--- config.mk ---
export PLATFORM = sky130hd
export DESIGN_NAME = dcc_top
export DESIGN_NICKNAME = d
export VERILOG_FILES = /design/src/core/dcc_pkg.sv /design/src/core/dcc_channel.sv /design/src/core/dcc_settle.sv /design/src/core/dcc_top.sv
export SDC_FILE = /design/constraint.sdc
export NUM_CORES = 1
export LEC_CHECK = 0
export BUFFER_PORTS_ARGS = -buffer_cell sky130_fd_sc_hd__buf_4
export CORE_ASPECT_RATIO = 0.9
export CORE_MARGIN = 1.5
export CORE_UTILIZATION = 61
export CTS_BUF_LIST = sky130_fd_sc_hd__clkbuf_2 sky130_fd_sc_hd__clkbuf_4 sky130_fd_sc_hd__clkbuf_8
export DETAILED_ROUTE_END_ITERATION = 8
export GPL_ROUTABILITY_DRIVEN = 0
export HOLD_SLACK_MARGIN = 0.08
export PLACE_DENSITY = 0.87
export SKIP_CTS_REPAIR_TIMING = 1
export SLEW_MARGIN = 30
export SYNTH_ARGS = -nofsm -noshare
export SYNTH_HDL_FRONTEND = slang
export SYNTH_SLANG_ARGS = --single-unit
--- constraint.sdc ---
create_clock -name sys_clk_i -period 3.6 [get_ports sys_clk_i]
set_input_delay 0.18 -clock sys_clk_i [delete_from_list [all_inputs] [get_ports sys_clk_i]]
set_output_delay 0.18 -clock sys_clk_i [all_outputs]
set_load 0.01 [all_outputs]
--- src/core/dcc_pkg.sv ---
/*
 * Shared constants and types of the dual comparator control block: register
 * offsets, field positions, reset values, mode codes, routing structs and the
 * settling time.
 * Assumes a single 250 MHz core clock and an 8-bit register port.
 */
`default_nettype none

package dcc_pkg;

    // ------------------------------------------------------------------
    // register port
    // ------------------------------------------------------------------
    localparam int unsigned DCC_ADDR_W = 8;
    localparam int unsigned DCC_DATA_W = 8;

    localparam logic [7:0] DCC_CFG_ADDR = 8'h1f;
    localparam logic [7:0] DCC_IRQ_STS_ADDR = 8'h20;
    localparam logic [7:0] DCC_IRQ_MASK_ADDR = 8'h21;
    localparam logic [7:0] DCC_PORT_DIR_ADDR = 8'h22;
    localparam logic [7:0] DCC_PORT_DATA_ADDR = 8'h23;
    localparam logic [7:0] DCC_STATE_ADDR = 8'h24;

    // ------------------------------------------------------------------
    // configuration register fields
    // ------------------------------------------------------------------
    localparam int unsigned DCC_CFG_MODE_LSB = 0;
    localparam int unsigned DCC_CFG_SWITCH_BIT = 3;
    localparam int unsigned DCC_CFG_INV1_BIT = 4;
    localparam int unsigned DCC_CFG_INV2_BIT = 5;
    localparam int unsigned DCC_CFG_RES1_BIT = 6;
    localparam int unsigned DCC_CFG_RES2_BIT = 7;

    // ------------------------------------------------------------------
    // interrupt bits and reset values
    // ------------------------------------------------------------------
    localparam int unsigned DCC_IRQ_CHANGE_BIT = 0;
    localparam int unsigned DCC_IRQ_SETTLED_BIT = 1;

    localparam logic [5:0] DCC_CFG_RST = 6'h00;
    localparam logic [1:0] DCC_IRQ_RST = 2'h0;
    localparam logic [4:0] DCC_DIR_RST = 5'h1f;
    localparam logic [4:0] DCC_DATA_RST = 5'h00;
    localparam logic [7:0] DCC_RDATA_RST = 8'h00;

    // ------------------------------------------------------------------
    // modes, pins and routing
    // ------------------------------------------------------------------
    typedef enum logic [2:0] {
        DCC_MODE_RESET = 3'h0,
        DCC_MODE_THREE_IN = 3'h1,
        DCC_MODE_VREF = 3'h2,
        DCC_MODE_COMMON_REF = 3'h3,
        DCC_MODE_INDEPENDENT = 3'h4,
        DCC_MODE_SINGLE = 3'h5,
        DCC_MODE_OUTPUTS = 3'h6,
        DCC_MODE_OFF = 3'h7
    } dcc_mode_t;

    localparam logic [1:0] DCC_PIN_A0 = 2'h0;
    localparam logic [1:0] DCC_PIN_A1 = 2'h1;
    localparam logic [1:0] DCC_PIN_A2 = 2'h2;
    localparam logic [1:0] DCC_PIN_A3 = 2'h3;

    typedef struct packed {
        logic enable;
        logic [1:0] inverting_pin;
        logic noninverting_vref;
        logic [1:0] noninverting_pin;
    } dcc_route_t;

    typedef struct packed {
        dcc_route_t second;
        dcc_route_t first;
        logic outputs_to_pins;
        logic [4:0] analog_pins;
    } dcc_mode_cfg_t;

    localparam dcc_route_t DCC_ROUTE_OFF = '0;

    // ------------------------------------------------------------------
    // settling after a mode or input change
    // ------------------------------------------------------------------
    localparam int unsigned DCC_SETTLE_NS = 10000;
    localparam int unsigned DCC_CLK_MHZ = 250;
    localparam int unsigned DCC_SETTLE_CYCLES = (DCC_SETTLE_NS * DCC_CLK_MHZ + 999) / 1000;
    localparam int unsigned DCC_SETTLE_W = 12;
    localparam logic [11:0] DCC_SETTLE_LAST = 12'(DCC_SETTLE_CYCLES - 1);

    typedef enum logic [1:0] {
        DCC_ST_IDLE = 2'b01,
        DCC_ST_SETTLING = 2'b10
    } dcc_settle_state_t;

endpackage

`default_nettype wire

--- src/core/dcc_channel.sv ---
/*
 * One comparator channel: synchronises the raw analog comparator decision and
 * applies the per-channel inversion.
 * Assumes raw_i comes straight from an analog comparator, unrelated to the clock.
 */
`default_nettype none

module dcc_channel (
    // clock and reset
    input wire logic sys_clk_i,
    input wire logic rst_b_i,
    // analog side
    input wire logic raw_i,
    // control
    input wire logic enable_i,
    input wire logic invert_i,
    // result
    output logic result_o
);
    import dcc_pkg::*;

    logic meta_reg;
    logic sync_reg;

    // ------------------------------------------------------------------
    // two-flop synchroniser
    // ------------------------------------------------------------------
    always_ff @(posedge sys_clk_i) begin
        if (!rst_b_i) begin
            meta_reg <= 1'b0;
            sync_reg <= 1'b0;
        end else begin
            meta_reg <= raw_i;
            sync_reg <= meta_reg;
        end
    end

    // ------------------------------------------------------------------
    // inversion; a powered-down channel reads low
    // ------------------------------------------------------------------
    always_ff @(posedge sys_clk_i) begin
        if (!rst_b_i) begin
            result_o <= 1'b0;
        end else begin
            result_o <= enable_i & (sync_reg ^ invert_i);
        end
    end

endmodule

`default_nettype wire

--- src/core/dcc_settle.sv ---
/*
 * Settling timer: after a mode or input change the comparator results are
 * held invalid for a fixed time, then a one-cycle done pulse is given.
 * Assumes start_i is a one-cycle pulse on the core clock.
 */
`default_nettype none

module dcc_settle (
    // clock and reset
    input wire logic sys_clk_i,
    input wire logic rst_b_i,
    // control
    input wire logic start_i,
    // status
    output logic settling_o,
    output logic done_o
);
    import dcc_pkg::*;

    dcc_settle_state_t state_reg;
    logic [DCC_SETTLE_W-1:0] count_reg;

    // ------------------------------------------------------------------
    // a new start restarts the count
    // ------------------------------------------------------------------
    always_ff @(posedge sys_clk_i) begin
        if (!rst_b_i) begin
            state_reg <= DCC_ST_IDLE;
            count_reg <= '0;
            done_o <= 1'b0;
        end else begin
            done_o <= 1'b0;
            case (state_reg)
                DCC_ST_IDLE: begin
                    if (start_i) begin
                        state_reg <= DCC_ST_SETTLING;
                        count_reg <= '0;
                    end
                end
                DCC_ST_SETTLING: begin
                    if (start_i) begin
                        count_reg <= '0;
                    end else if (count_reg == DCC_SETTLE_LAST) begin
                        state_reg <= DCC_ST_IDLE;
                        done_o <= 1'b1;
                    end else begin
                        count_reg <= count_reg + 12'h001;
                    end
                end
                default: begin
                    state_reg <= DCC_ST_IDLE;
                end
            endcase
        end
    end

    assign settling_o = (state_reg == DCC_ST_SETTLING);

endmodule

`default_nettype wire

--- src/core/dcc_top.sv ---
/*
 * Dual comparator control: configuration register, mode decode to the analog
 * input and output multiplexers, result inversion, change detection, port A
 * direction and data, and the interrupt status, mask and line.
 * Assumes two analog comparators and a voltage reference outside, steered by
 * the route outputs, and port A pads resolved by the surroundings from the
 * out and enable signals.
 */
// Notes on behaviour
// - two independent comparators, each one result from its own input pair
// - comparator inputs share pins a0 to a3, mapped by the chosen mode
// - the on-chip voltage reference can feed the comparators
// - the configuration register steers both input and output multiplexers
// - eight modes picked by the three-bit mode field
// - the port direction register keeps deciding pin direction in every mode
// - results are flagged invalid for a settling time after a mode change
// - each result may be inverted before status bits and pins
// - configuration register at 0x1f, eight bits, reset all zero
// - mode 011: a0,a1 inverting, a2 non-inverting both; a3,a4 digital I/O
// - uninverted result is 1 when non-inverting input is higher
// - change flag sets while any result differs from the latched value
// - reading the configuration register latches results, ending the mismatch
// - reset loads the register to zero, mode 000, all comparator pins analog
`default_nettype none

module dcc_top (
    // clock and reset
    input wire logic sys_clk_i,
    input wire logic rst_b_i,
    // register port
    input wire logic [7:0] reg_addr_i,
    input wire logic [7:0] reg_wdata_i,
    input wire logic reg_wr_i,
    input wire logic reg_rd_i,
    output logic [7:0] reg_rdata_o,
    // analog comparators and reference
    input wire logic [1:0] cmp_raw_i,
    output var dcc_pkg::dcc_route_t first_route_o,
    output var dcc_pkg::dcc_route_t second_route_o,
    // port A pins a0 to a4
    input wire logic [4:0] pin_a_in_i,
    output logic [4:0] pin_a_out_o,
    output logic [4:0] pin_a_oe_o,
    output logic [4:0] pin_a_analog_o,
    // status
    output logic result_valid_o,
    output logic irq_o
);
    import dcc_pkg::*;

    // ------------------------------------------------------------------
    // mode decode
    // ------------------------------------------------------------------
    function automatic dcc_mode_cfg_t dcc_decode(input logic [2:0] mode, input logic sw);
        dcc_mode_cfg_t c;
        c = '0;
        case (mode)
            DCC_MODE_RESET: begin
                c.analog_pins = 5'h0f;
            end
            DCC_MODE_THREE_IN: begin
                c.first = '{1'b1, (sw ? DCC_PIN_A3 : DCC_PIN_A0), 1'b0, DCC_PIN_A2};
                c.second = '{1'b1, DCC_PIN_A1, 1'b0, DCC_PIN_A2};
                c.outputs_to_pins = 1'b1;
                c.analog_pins = 5'h0f;
            end
            DCC_MODE_VREF: begin
                c.first = '{1'b1, (sw ? DCC_PIN_A3 : DCC_PIN_A0), 1'b1, DCC_PIN_A2};
                c.second = '{1'b1, (sw ? DCC_PIN_A2 : DCC_PIN_A1), 1'b1, DCC_PIN_A2};
                c.analog_pins = 5'h0f;
            end
            DCC_MODE_COMMON_REF: begin
                c.first = '{1'b1, DCC_PIN_A0, 1'b0, DCC_PIN_A2};
                c.second = '{1'b1, DCC_PIN_A1, 1'b0, DCC_PIN_A2};
                c.analog_pins = 5'h07;
            end
            DCC_MODE_INDEPENDENT: begin
                c.first = '{1'b1, DCC_PIN_A0, 1'b0, DCC_PIN_A3};
                c.second = '{1'b1, DCC_PIN_A1, 1'b0, DCC_PIN_A2};
                c.analog_pins = 5'h0f;
            end
            DCC_MODE_SINGLE: begin
                c.second = '{1'b1, DCC_PIN_A1, 1'b0, DCC_PIN_A2};
                c.analog_pins = 5'h06;
            end
            DCC_MODE_OUTPUTS: begin
                c.first = '{1'b1, DCC_PIN_A0, 1'b0, DCC_PIN_A2};
                c.second = '{1'b1, DCC_PIN_A1, 1'b0, DCC_PIN_A2};
                c.outputs_to_pins = 1'b1;
                c.analog_pins = 5'h07;
            end
            default: begin
                c.first = DCC_ROUTE_OFF; // off: all pins digital, least current
            end
        endcase
        return c;
    endfunction

    // ------------------------------------------------------------------
    // declarations
    // ------------------------------------------------------------------
    logic [5:0] cfg_reg;
    logic [1:0] latched_reg;
    logic [1:0] irq_sts_reg;
    logic [1:0] irq_sts_next;
    logic [1:0] irq_mask_reg;
    logic [4:0] dir_reg;
    logic [4:0] data_reg;
    logic [4:0] pin_meta_reg;
    logic [4:0] pin_sync_reg;
    logic [7:0] rdata_next;
    dcc_mode_cfg_t dec;
    logic [1:0] ch_en;
    logic [1:0] ch_inv;
    logic [1:0] ch_res;
    logic cfg_wr;
    logic cfg_rd;
    logic mode_change;
    logic mismatch;
    logic settling;
    logic settle_done;

    assign cfg_wr = reg_wr_i & (reg_addr_i == DCC_CFG_ADDR);
    assign cfg_rd = reg_rd_i & (reg_addr_i == DCC_CFG_ADDR);

    // ------------------------------------------------------------------
    // configuration register
    // ------------------------------------------------------------------
    always_ff @(posedge sys_clk_i) begin
        if (!rst_b_i) begin
            cfg_reg <= DCC_CFG_RST;
        end else if (cfg_wr) begin
            cfg_reg <= reg_wdata_i[5:0];
        end
    end

    // a change of input switch also re-routes inputs, so it restarts settling
    assign mode_change = cfg_wr &
        (reg_wdata_i[DCC_CFG_SWITCH_BIT:DCC_CFG_MODE_LSB] !=
         cfg_reg[DCC_CFG_SWITCH_BIT:DCC_CFG_MODE_LSB]);

    assign dec = dcc_decode(cfg_reg[DCC_CFG_MODE_LSB +: 3], cfg_reg[DCC_CFG_SWITCH_BIT]);

    // ------------------------------------------------------------------
    // comparator channels
    // ------------------------------------------------------------------
    assign ch_en = {dec.second.enable, dec.first.enable};
    assign ch_inv = {cfg_reg[DCC_CFG_INV2_BIT], cfg_reg[DCC_CFG_INV1_BIT]};

    generate
        for (genvar i = 0; i < 2; i++) begin : g_ch
            dcc_channel u_ch (
                .sys_clk_i(sys_clk_i),
                .rst_b_i(rst_b_i),
                .raw_i(cmp_raw_i[i]),
                .enable_i(ch_en[i]),
                .invert_i(ch_inv[i]),
                .result_o(ch_res[i])
            );
        end
    endgenerate

    dcc_settle u_settle (
        .sys_clk_i(sys_clk_i),
        .rst_b_i(rst_b_i),
        .start_i(mode_change),
        .settling_o(settling),
        .done_o(settle_done)
    );

    // ------------------------------------------------------------------
    // analog routing outputs
    // ------------------------------------------------------------------
    always_ff @(posedge sys_clk_i) begin
        if (!rst_b_i) begin
            first_route_o <= DCC_ROUTE_OFF;
            second_route_o <= DCC_ROUTE_OFF;
            pin_a_analog_o <= 5'h0f;
        end else begin
            first_route_o <= dec.first;
            second_route_o <= dec.second;
            pin_a_analog_o <= dec.analog_pins;
        end
    end

    always_ff @(posedge sys_clk_i) begin
        if (!rst_b_i) begin
            result_valid_o <= 1'b0;
        end else begin
            result_valid_o <= ~settling & ~mode_change & (|ch_en);
        end
    end

    // ------------------------------------------------------------------
    // change detection
    // ------------------------------------------------------------------
    // a write also latches, as either access ends the mismatch
    always_ff @(posedge sys_clk_i) begin
        if (!rst_b_i) begin
            latched_reg <= 2'h0;
        end else if (cfg_rd | cfg_wr) begin
            latched_reg <= ch_res;
        end
    end

    assign mismatch = (ch_res != latched_reg);

    // ------------------------------------------------------------------
    // interrupt status, mask and line
    // ------------------------------------------------------------------
    // set beats a clear in the same cycle, so no change is lost
    always_comb begin
        irq_sts_next = irq_sts_reg;
        if (reg_wr_i && (reg_addr_i == DCC_IRQ_STS_ADDR)) begin
            irq_sts_next = irq_sts_next & ~reg_wdata_i[1:0];
        end
        if (mismatch) begin
            irq_sts_next[DCC_IRQ_CHANGE_BIT] = 1'b1;
        end
        if (settle_done) begin
            irq_sts_next[DCC_IRQ_SETTLED_BIT] = 1'b1;
        end
    end

    always_ff @(posedge sys_clk_i) begin
        if (!rst_b_i) begin
            irq_sts_reg <= DCC_IRQ_RST;
        end else begin
            irq_sts_reg <= irq_sts_next;
        end
    end

    always_ff @(posedge sys_clk_i) begin
        if (!rst_b_i) begin
            irq_mask_reg <= DCC_IRQ_RST;
        end else if (reg_wr_i && (reg_addr_i == DCC_IRQ_MASK_ADDR)) begin
            irq_mask_reg <= reg_wdata_i[1:0];
        end
    end

    always_ff @(posedge sys_clk_i) begin
        if (!rst_b_i) begin
            irq_o <= 1'b0;
        end else begin
            irq_o <= |(irq_sts_reg & irq_mask_reg);
        end
    end

    // ------------------------------------------------------------------
    // port A direction, data and pads
    // ------------------------------------------------------------------
    always_ff @(posedge sys_clk_i) begin
        if (!rst_b_i) begin
            dir_reg <= DCC_DIR_RST;
            data_reg <= DCC_DATA_RST;
        end else begin
            if (reg_wr_i && (reg_addr_i == DCC_PORT_DIR_ADDR)) begin
                dir_reg <= reg_wdata_i[4:0];
            end
            if (reg_wr_i && (reg_addr_i == DCC_PORT_DATA_ADDR)) begin
                data_reg <= reg_wdata_i[4:0];
            end
        end
    end

    always_ff @(posedge sys_clk_i) begin
        if (!rst_b_i) begin
            pin_meta_reg <= 5'h00;
            pin_sync_reg <= 5'h00;
        end else begin
            pin_meta_reg <= pin_a_in_i;
            pin_sync_reg <= pin_meta_reg;
        end
    end

    // direction bit 1 means input; it still gates drive in comparator modes
    always_ff @(posedge sys_clk_i) begin
        if (!rst_b_i) begin
            pin_a_out_o <= 5'h00;
            pin_a_oe_o <= 5'h00;
        end else begin
            pin_a_oe_o <= ~dir_reg;
            pin_a_out_o[2:0] <= data_reg[2:0];
            if (dec.outputs_to_pins) begin
                pin_a_out_o[4:3] <= ch_res;
            end else begin
                pin_a_out_o[4:3] <= data_reg[4:3];
            end
        end
    end

    // ------------------------------------------------------------------
    // read data, valid only in the cycle after the strobe
    // ------------------------------------------------------------------
    always_comb begin
        rdata_next = 8'h00;
        case (reg_addr_i)
            DCC_CFG_ADDR: begin
                rdata_next = {ch_res[1], ch_res[0], cfg_reg};
            end
            DCC_IRQ_STS_ADDR: begin
                rdata_next = {6'h00, irq_sts_reg};
            end
            DCC_IRQ_MASK_ADDR: begin
                rdata_next = {6'h00, irq_mask_reg};
            end
            DCC_PORT_DIR_ADDR: begin
                rdata_next = {3'h0, dir_reg};
            end
            DCC_PORT_DATA_ADDR: begin
                // analog pins read low so their input buffers carry no meaning
                rdata_next = {3'h0, pin_sync_reg & ~dec.analog_pins};
            end
            DCC_STATE_ADDR: begin
                rdata_next = {5'h00, latched_reg, settling};
            end
            default: begin
                rdata_next = 8'h00;
            end
        endcase
    end

    always_ff @(posedge sys_clk_i) begin
        if (!rst_b_i) begin
            reg_rdata_o <= DCC_RDATA_RST;
        end else if (reg_rd_i) begin
            reg_rdata_o <= rdata_next;
        end else begin
            reg_rdata_o <= DCC_RDATA_RST;
        end
    end

endmodule

`default_nettype wire

==> impl_results.md <==
* Combined area of all synthesized cells at 0.003374 mm²
* Flip-flop count of the largest register after layout at 12
* Detailed-placement wirelength estimate at between 5000 and 6000 µm
* Aggregate global routing overflow at 0
* Class of the tightest hold or removal check: in2reg
* Async SR Flop Fraction at 0%
* R2r setup slk at 1.17 ns
* Clock skew after layout at 0.008195 ns
* Switching share of total power at between 20 and 25%
* Clock buffer count from CTS at 9
* Total global-route track usage at 27.03%
* Total design power at 1.783 mW
* Final number of hold-violating endpoints at 0
* Area of the core at 0.005286 mm²
* Number of synthesized flops with an enable pin at 0
* Deepest level of the CTS H-tree at 3
* Clk buf depth at 2
* X dimension of the die at ~81 µm
* Count of unique library cells instantiated by Yosys at between 40 and 50
* Maximum cell stage delay along the critical path at between 0.7 and 0.8 ns
* Period Utilization, post-route at 67.56%
* Final setup violation count at 0
* Share of the yosys chip area belonging to registers at between 40% and 50%
* Internal power at 1.387 mW
* Status: finished clean
* Post-synth top flop: sky130_fd_sc_hd__dfxtp_1
* Top post-synthesis cells by area: sky130_fd_sc_hd__dfxtp_1 50%, sky130_fd_sc_hd__mux2i_1 4.7%, sky130_fd_sc_hd__and2_1 4.1%
* Clock power frac at 43.0%
* Number of I/O port buffers at 59
* Vertical extent of the die at roughly 74 µm
* Average size of a mapped cell at just over 9 µm²
* Least-Margin Pin Slew at 0.8175 ns
* Most used routing layer in global routing: met2
* Warnings, synthesis at 0
* Vias in the first global route at 2568
* R2R Path Start: cfg_reg[2]$_SDFFE_PN0P_
* Classification of the worst setup path: reg2reg
* Post-synthesis cell type with the largest combined area: sky130_fd_sc_hd__dfxtp_1
* CP startpoint: cfg_reg[2]$_SDFFE_PN0P_
* Power density cells at 432.5 mW/mm²
* Upper clock frequency limit at 411.2 MHz
* Maximum Capacitance Violations at 0
* TritonCTS clock tree: yes
* Crit-path max FO at 20
* Area of the die at roughly 0.006 mm²
* Number of optimization iterations in the first detailed-route pass at 6
* Peak supply drop at between 300 and 400 µV
* Wire length of the first global-routing pass at 12080 µm
* Logic pwr share at 4.4%
* Antenna fix cells at 0
* Clk sinks at 84
* Filler cell count at about 370
* Max-slew headroom at the worst pin at between 40% and 50%
* Share of final-layout standard cells stronger than drive strength 1 at between 20% and 30%
* Post-synth top area share at about half
* Per-cell via count in the routed design at 5.829
* Count of nets left with antenna violations after detail routing at 0
* Initial core utilization at a little under two thirds
* Cell row count at 25
* Clock slew seen by the registers of the worst setup and hold paths at ~0.090 ns
* Final Max Slew Viols at 0
* Antenna violations before repair at 0
* Min Tclk post-route at 2.432 ns
* Wire length after detailed routing at 7705 µm
* Worst path required time at 3.87 ns
* Pin count of the biggest net entering global routing at 34
* Post-Syn Instances at 364
* Number of DRC violations after detailed routing at 0
* Unrepaired setup endpoints after global routing: no
* CP startpoint kind: register
* Global-route track usage on met3 at 7.453%
* Slowest CP cell: sky130_fd_sc_hd__dfxtp_1
* Most numerous cell types in the synthesized netlist: 84 x sky130_fd_sc_hd__dfxtp_1, 34 x sky130_fd_sc_hd__nor2_1, 27 x sky130_fd_sc_hd__nand2_1, 22 x sky130_fd_sc_hd__and2_1, 21 x sky130_fd_sc_hd__a21oi_1
* CP Cell Sequence: xnor2_1 > nand4_1 > a311oi_2 > o21ai_0 > o21ai_0
* Met2 demand-to-capacity share in global routing at 43.71%
* Vias after detailed routing at 2891
* Critical path data arrival time at around 2.7 ns
* Met1 Usage GRT at 34.93%
* Type of element capturing the critical path: register
* Number of primary I/O pins at between 60 and 70
* Reported leakage power at 1.653 nW
* Worst hold path cell count at 3
* Cell with the most instances on the worst path: sky130_fd_sc_hd__o21ai_0
* Detailed-route wire length per cell at approximately 16 µm
* Insertion delay of the later-clocked pin in the worst-skew pair at 0.36 ns
* Number of design-rule violations left by the first detailed-router iteration at 201
* Switching power summed over all nets at 395.2 µW
* Setup Total Neg Slack at 0 ns
* Clock root buffer: sky130_fd_sc_hd__clkbuf_8
* R2R depth at 5
* Min-delay src: reg_wdata_i[4]
* Cell with the most instances after synthesis: sky130_fd_sc_hd__dfxtp_1
* Flip-flop and latch count after synthesis at 84
* Post-layout nets at 454
* Synth-to-layout area growth at 22.14%
* Sequential share of power at 52.6%
-- layout by cell type, fill, tap and decap left out, types with 4 or more instances in the layout --
cell,count
sky130_fd_sc_hd__nand3_1,18
sky130_fd_sc_hd__buf_4,61
sky130_fd_sc_hd__and3_1,6
sky130_fd_sc_hd__xnor2_1,6
sky130_fd_sc_hd__inv_1,14
sky130_fd_sc_hd__a22oi_1,5
sky130_fd_sc_hd__mux2i_1,16
sky130_fd_sc_hd__and2_1,22
sky130_fd_sc_hd__o21ai_0,16
sky130_fd_sc_hd__a211oi_1,4
sky130_fd_sc_hd__or3_1,11
sky130_fd_sc_hd__nor2_1,34
sky130_fd_sc_hd__nand2_1,27
sky130_fd_sc_hd__a21oi_1,21
sky130_fd_sc_hd__nand4_1,6
sky130_fd_sc_hd__a31oi_1,4
sky130_fd_sc_hd__dlygate4sd3_1,8
sky130_fd_sc_hd__clkbuf_8,10
sky130_fd_sc_hd__dfxtp_1,84
sky130_fd_sc_hd__nor3_1,6
-- critical path: cells and delay by family, from the launching register on --
kind            cells  cell delay, ns
flops               1            0.77
xor+xnor            1            0.19
simple gates        1            0.31
compound gates      3            1.09
-- final cells by class --
class	count	area, µm²	share of cell area (%)
clock buffers	10	137.6	3.339
clock inverters	6	93.84	2.277
inverters	15	56.30	1.366
multi-input cells	245	1530	37.13
flip-flops and latches	84	1682	40.80
well taps	67	83.83	2.034
repair buffers	69	538.0	13.05
-- power by group through the flow --
stage / Clock, mW / Sequential (mW) / Combinational [mW]
global route: 0.815 / 0.939 / 0.0838
finish: 0.766 / 0.938 / 0.0784
detailed placement: 0 / 0.960 / 0.0696
global placement: 0 / 0.960 / 0.0676
floorplan: 0 / 0.960 / 0.0341
CTS: 0.776 / 0.938 / 0.0700
-- cells by family (layout without fill, tap and decap cells) --
kind of cell | after synthesis | count (layout) | share of synthesized area (%)
and+or+nand+nor | 152 | 152 | 25.14
AOI/OAI and AO/OA | 63 | 63 | 11.79
xor gates and xnor gates | 9 | 9 | 2.336
DFF | 84 | 84 | 49.83
buffers and inverters | 36 | 100 | 4.931
muxes | 16 | 16 | 4.746
other | 1 | 2 | 0.1111
adders and majority gates | 3 | 3 | 1.112
-- through the flow --
| step | worst slack [ns] | hold slack, ns | instance area (µm²) | std cells | util, % |
|---|---|---|---|---|---|
| after floorplan | 1.654 | 0.3073 | 3378 | 365 | - |
| after global placement | 1.359 | 0.3862 | 3810 | 472 | 72.07 |
| after detailed placement | 1.274 | 0.3905 | 3810 | 472 | 72.07 |
| after CTS | 1.258 | 0.003243 | 4041 | 488 | 76.45 |
| after global routing | 1.049 | 0.09160 | 4121 | 496 | 77.96 |
| final | 1.168 | 0.09812 | 4121 | 496 | 77.96 |
-- metal layers --
layer / up-vias / wire length [µm]
met3: 13 / 483
li1: 1386 / -
met4: 0 / 91
met1: 1374 / 3365
met2: 118 / 3764
met5: - / 0
-- final timing paths --
| path | to |
|---|---|
| setup / recovery | u_settle.count_reg[2]$_SDFFE_PN0P_ |
| hold / removal | dir_reg[4]$_SDFFE_PN1P_ |
| setup reg to reg | u_settle.count_reg[2]$_SDFFE_PN0P_ |
| hold reg to reg | pin_sync_reg[0]$_SDFF_PN0_ |
Note: power is estimated with default switching activity, not from simulation.
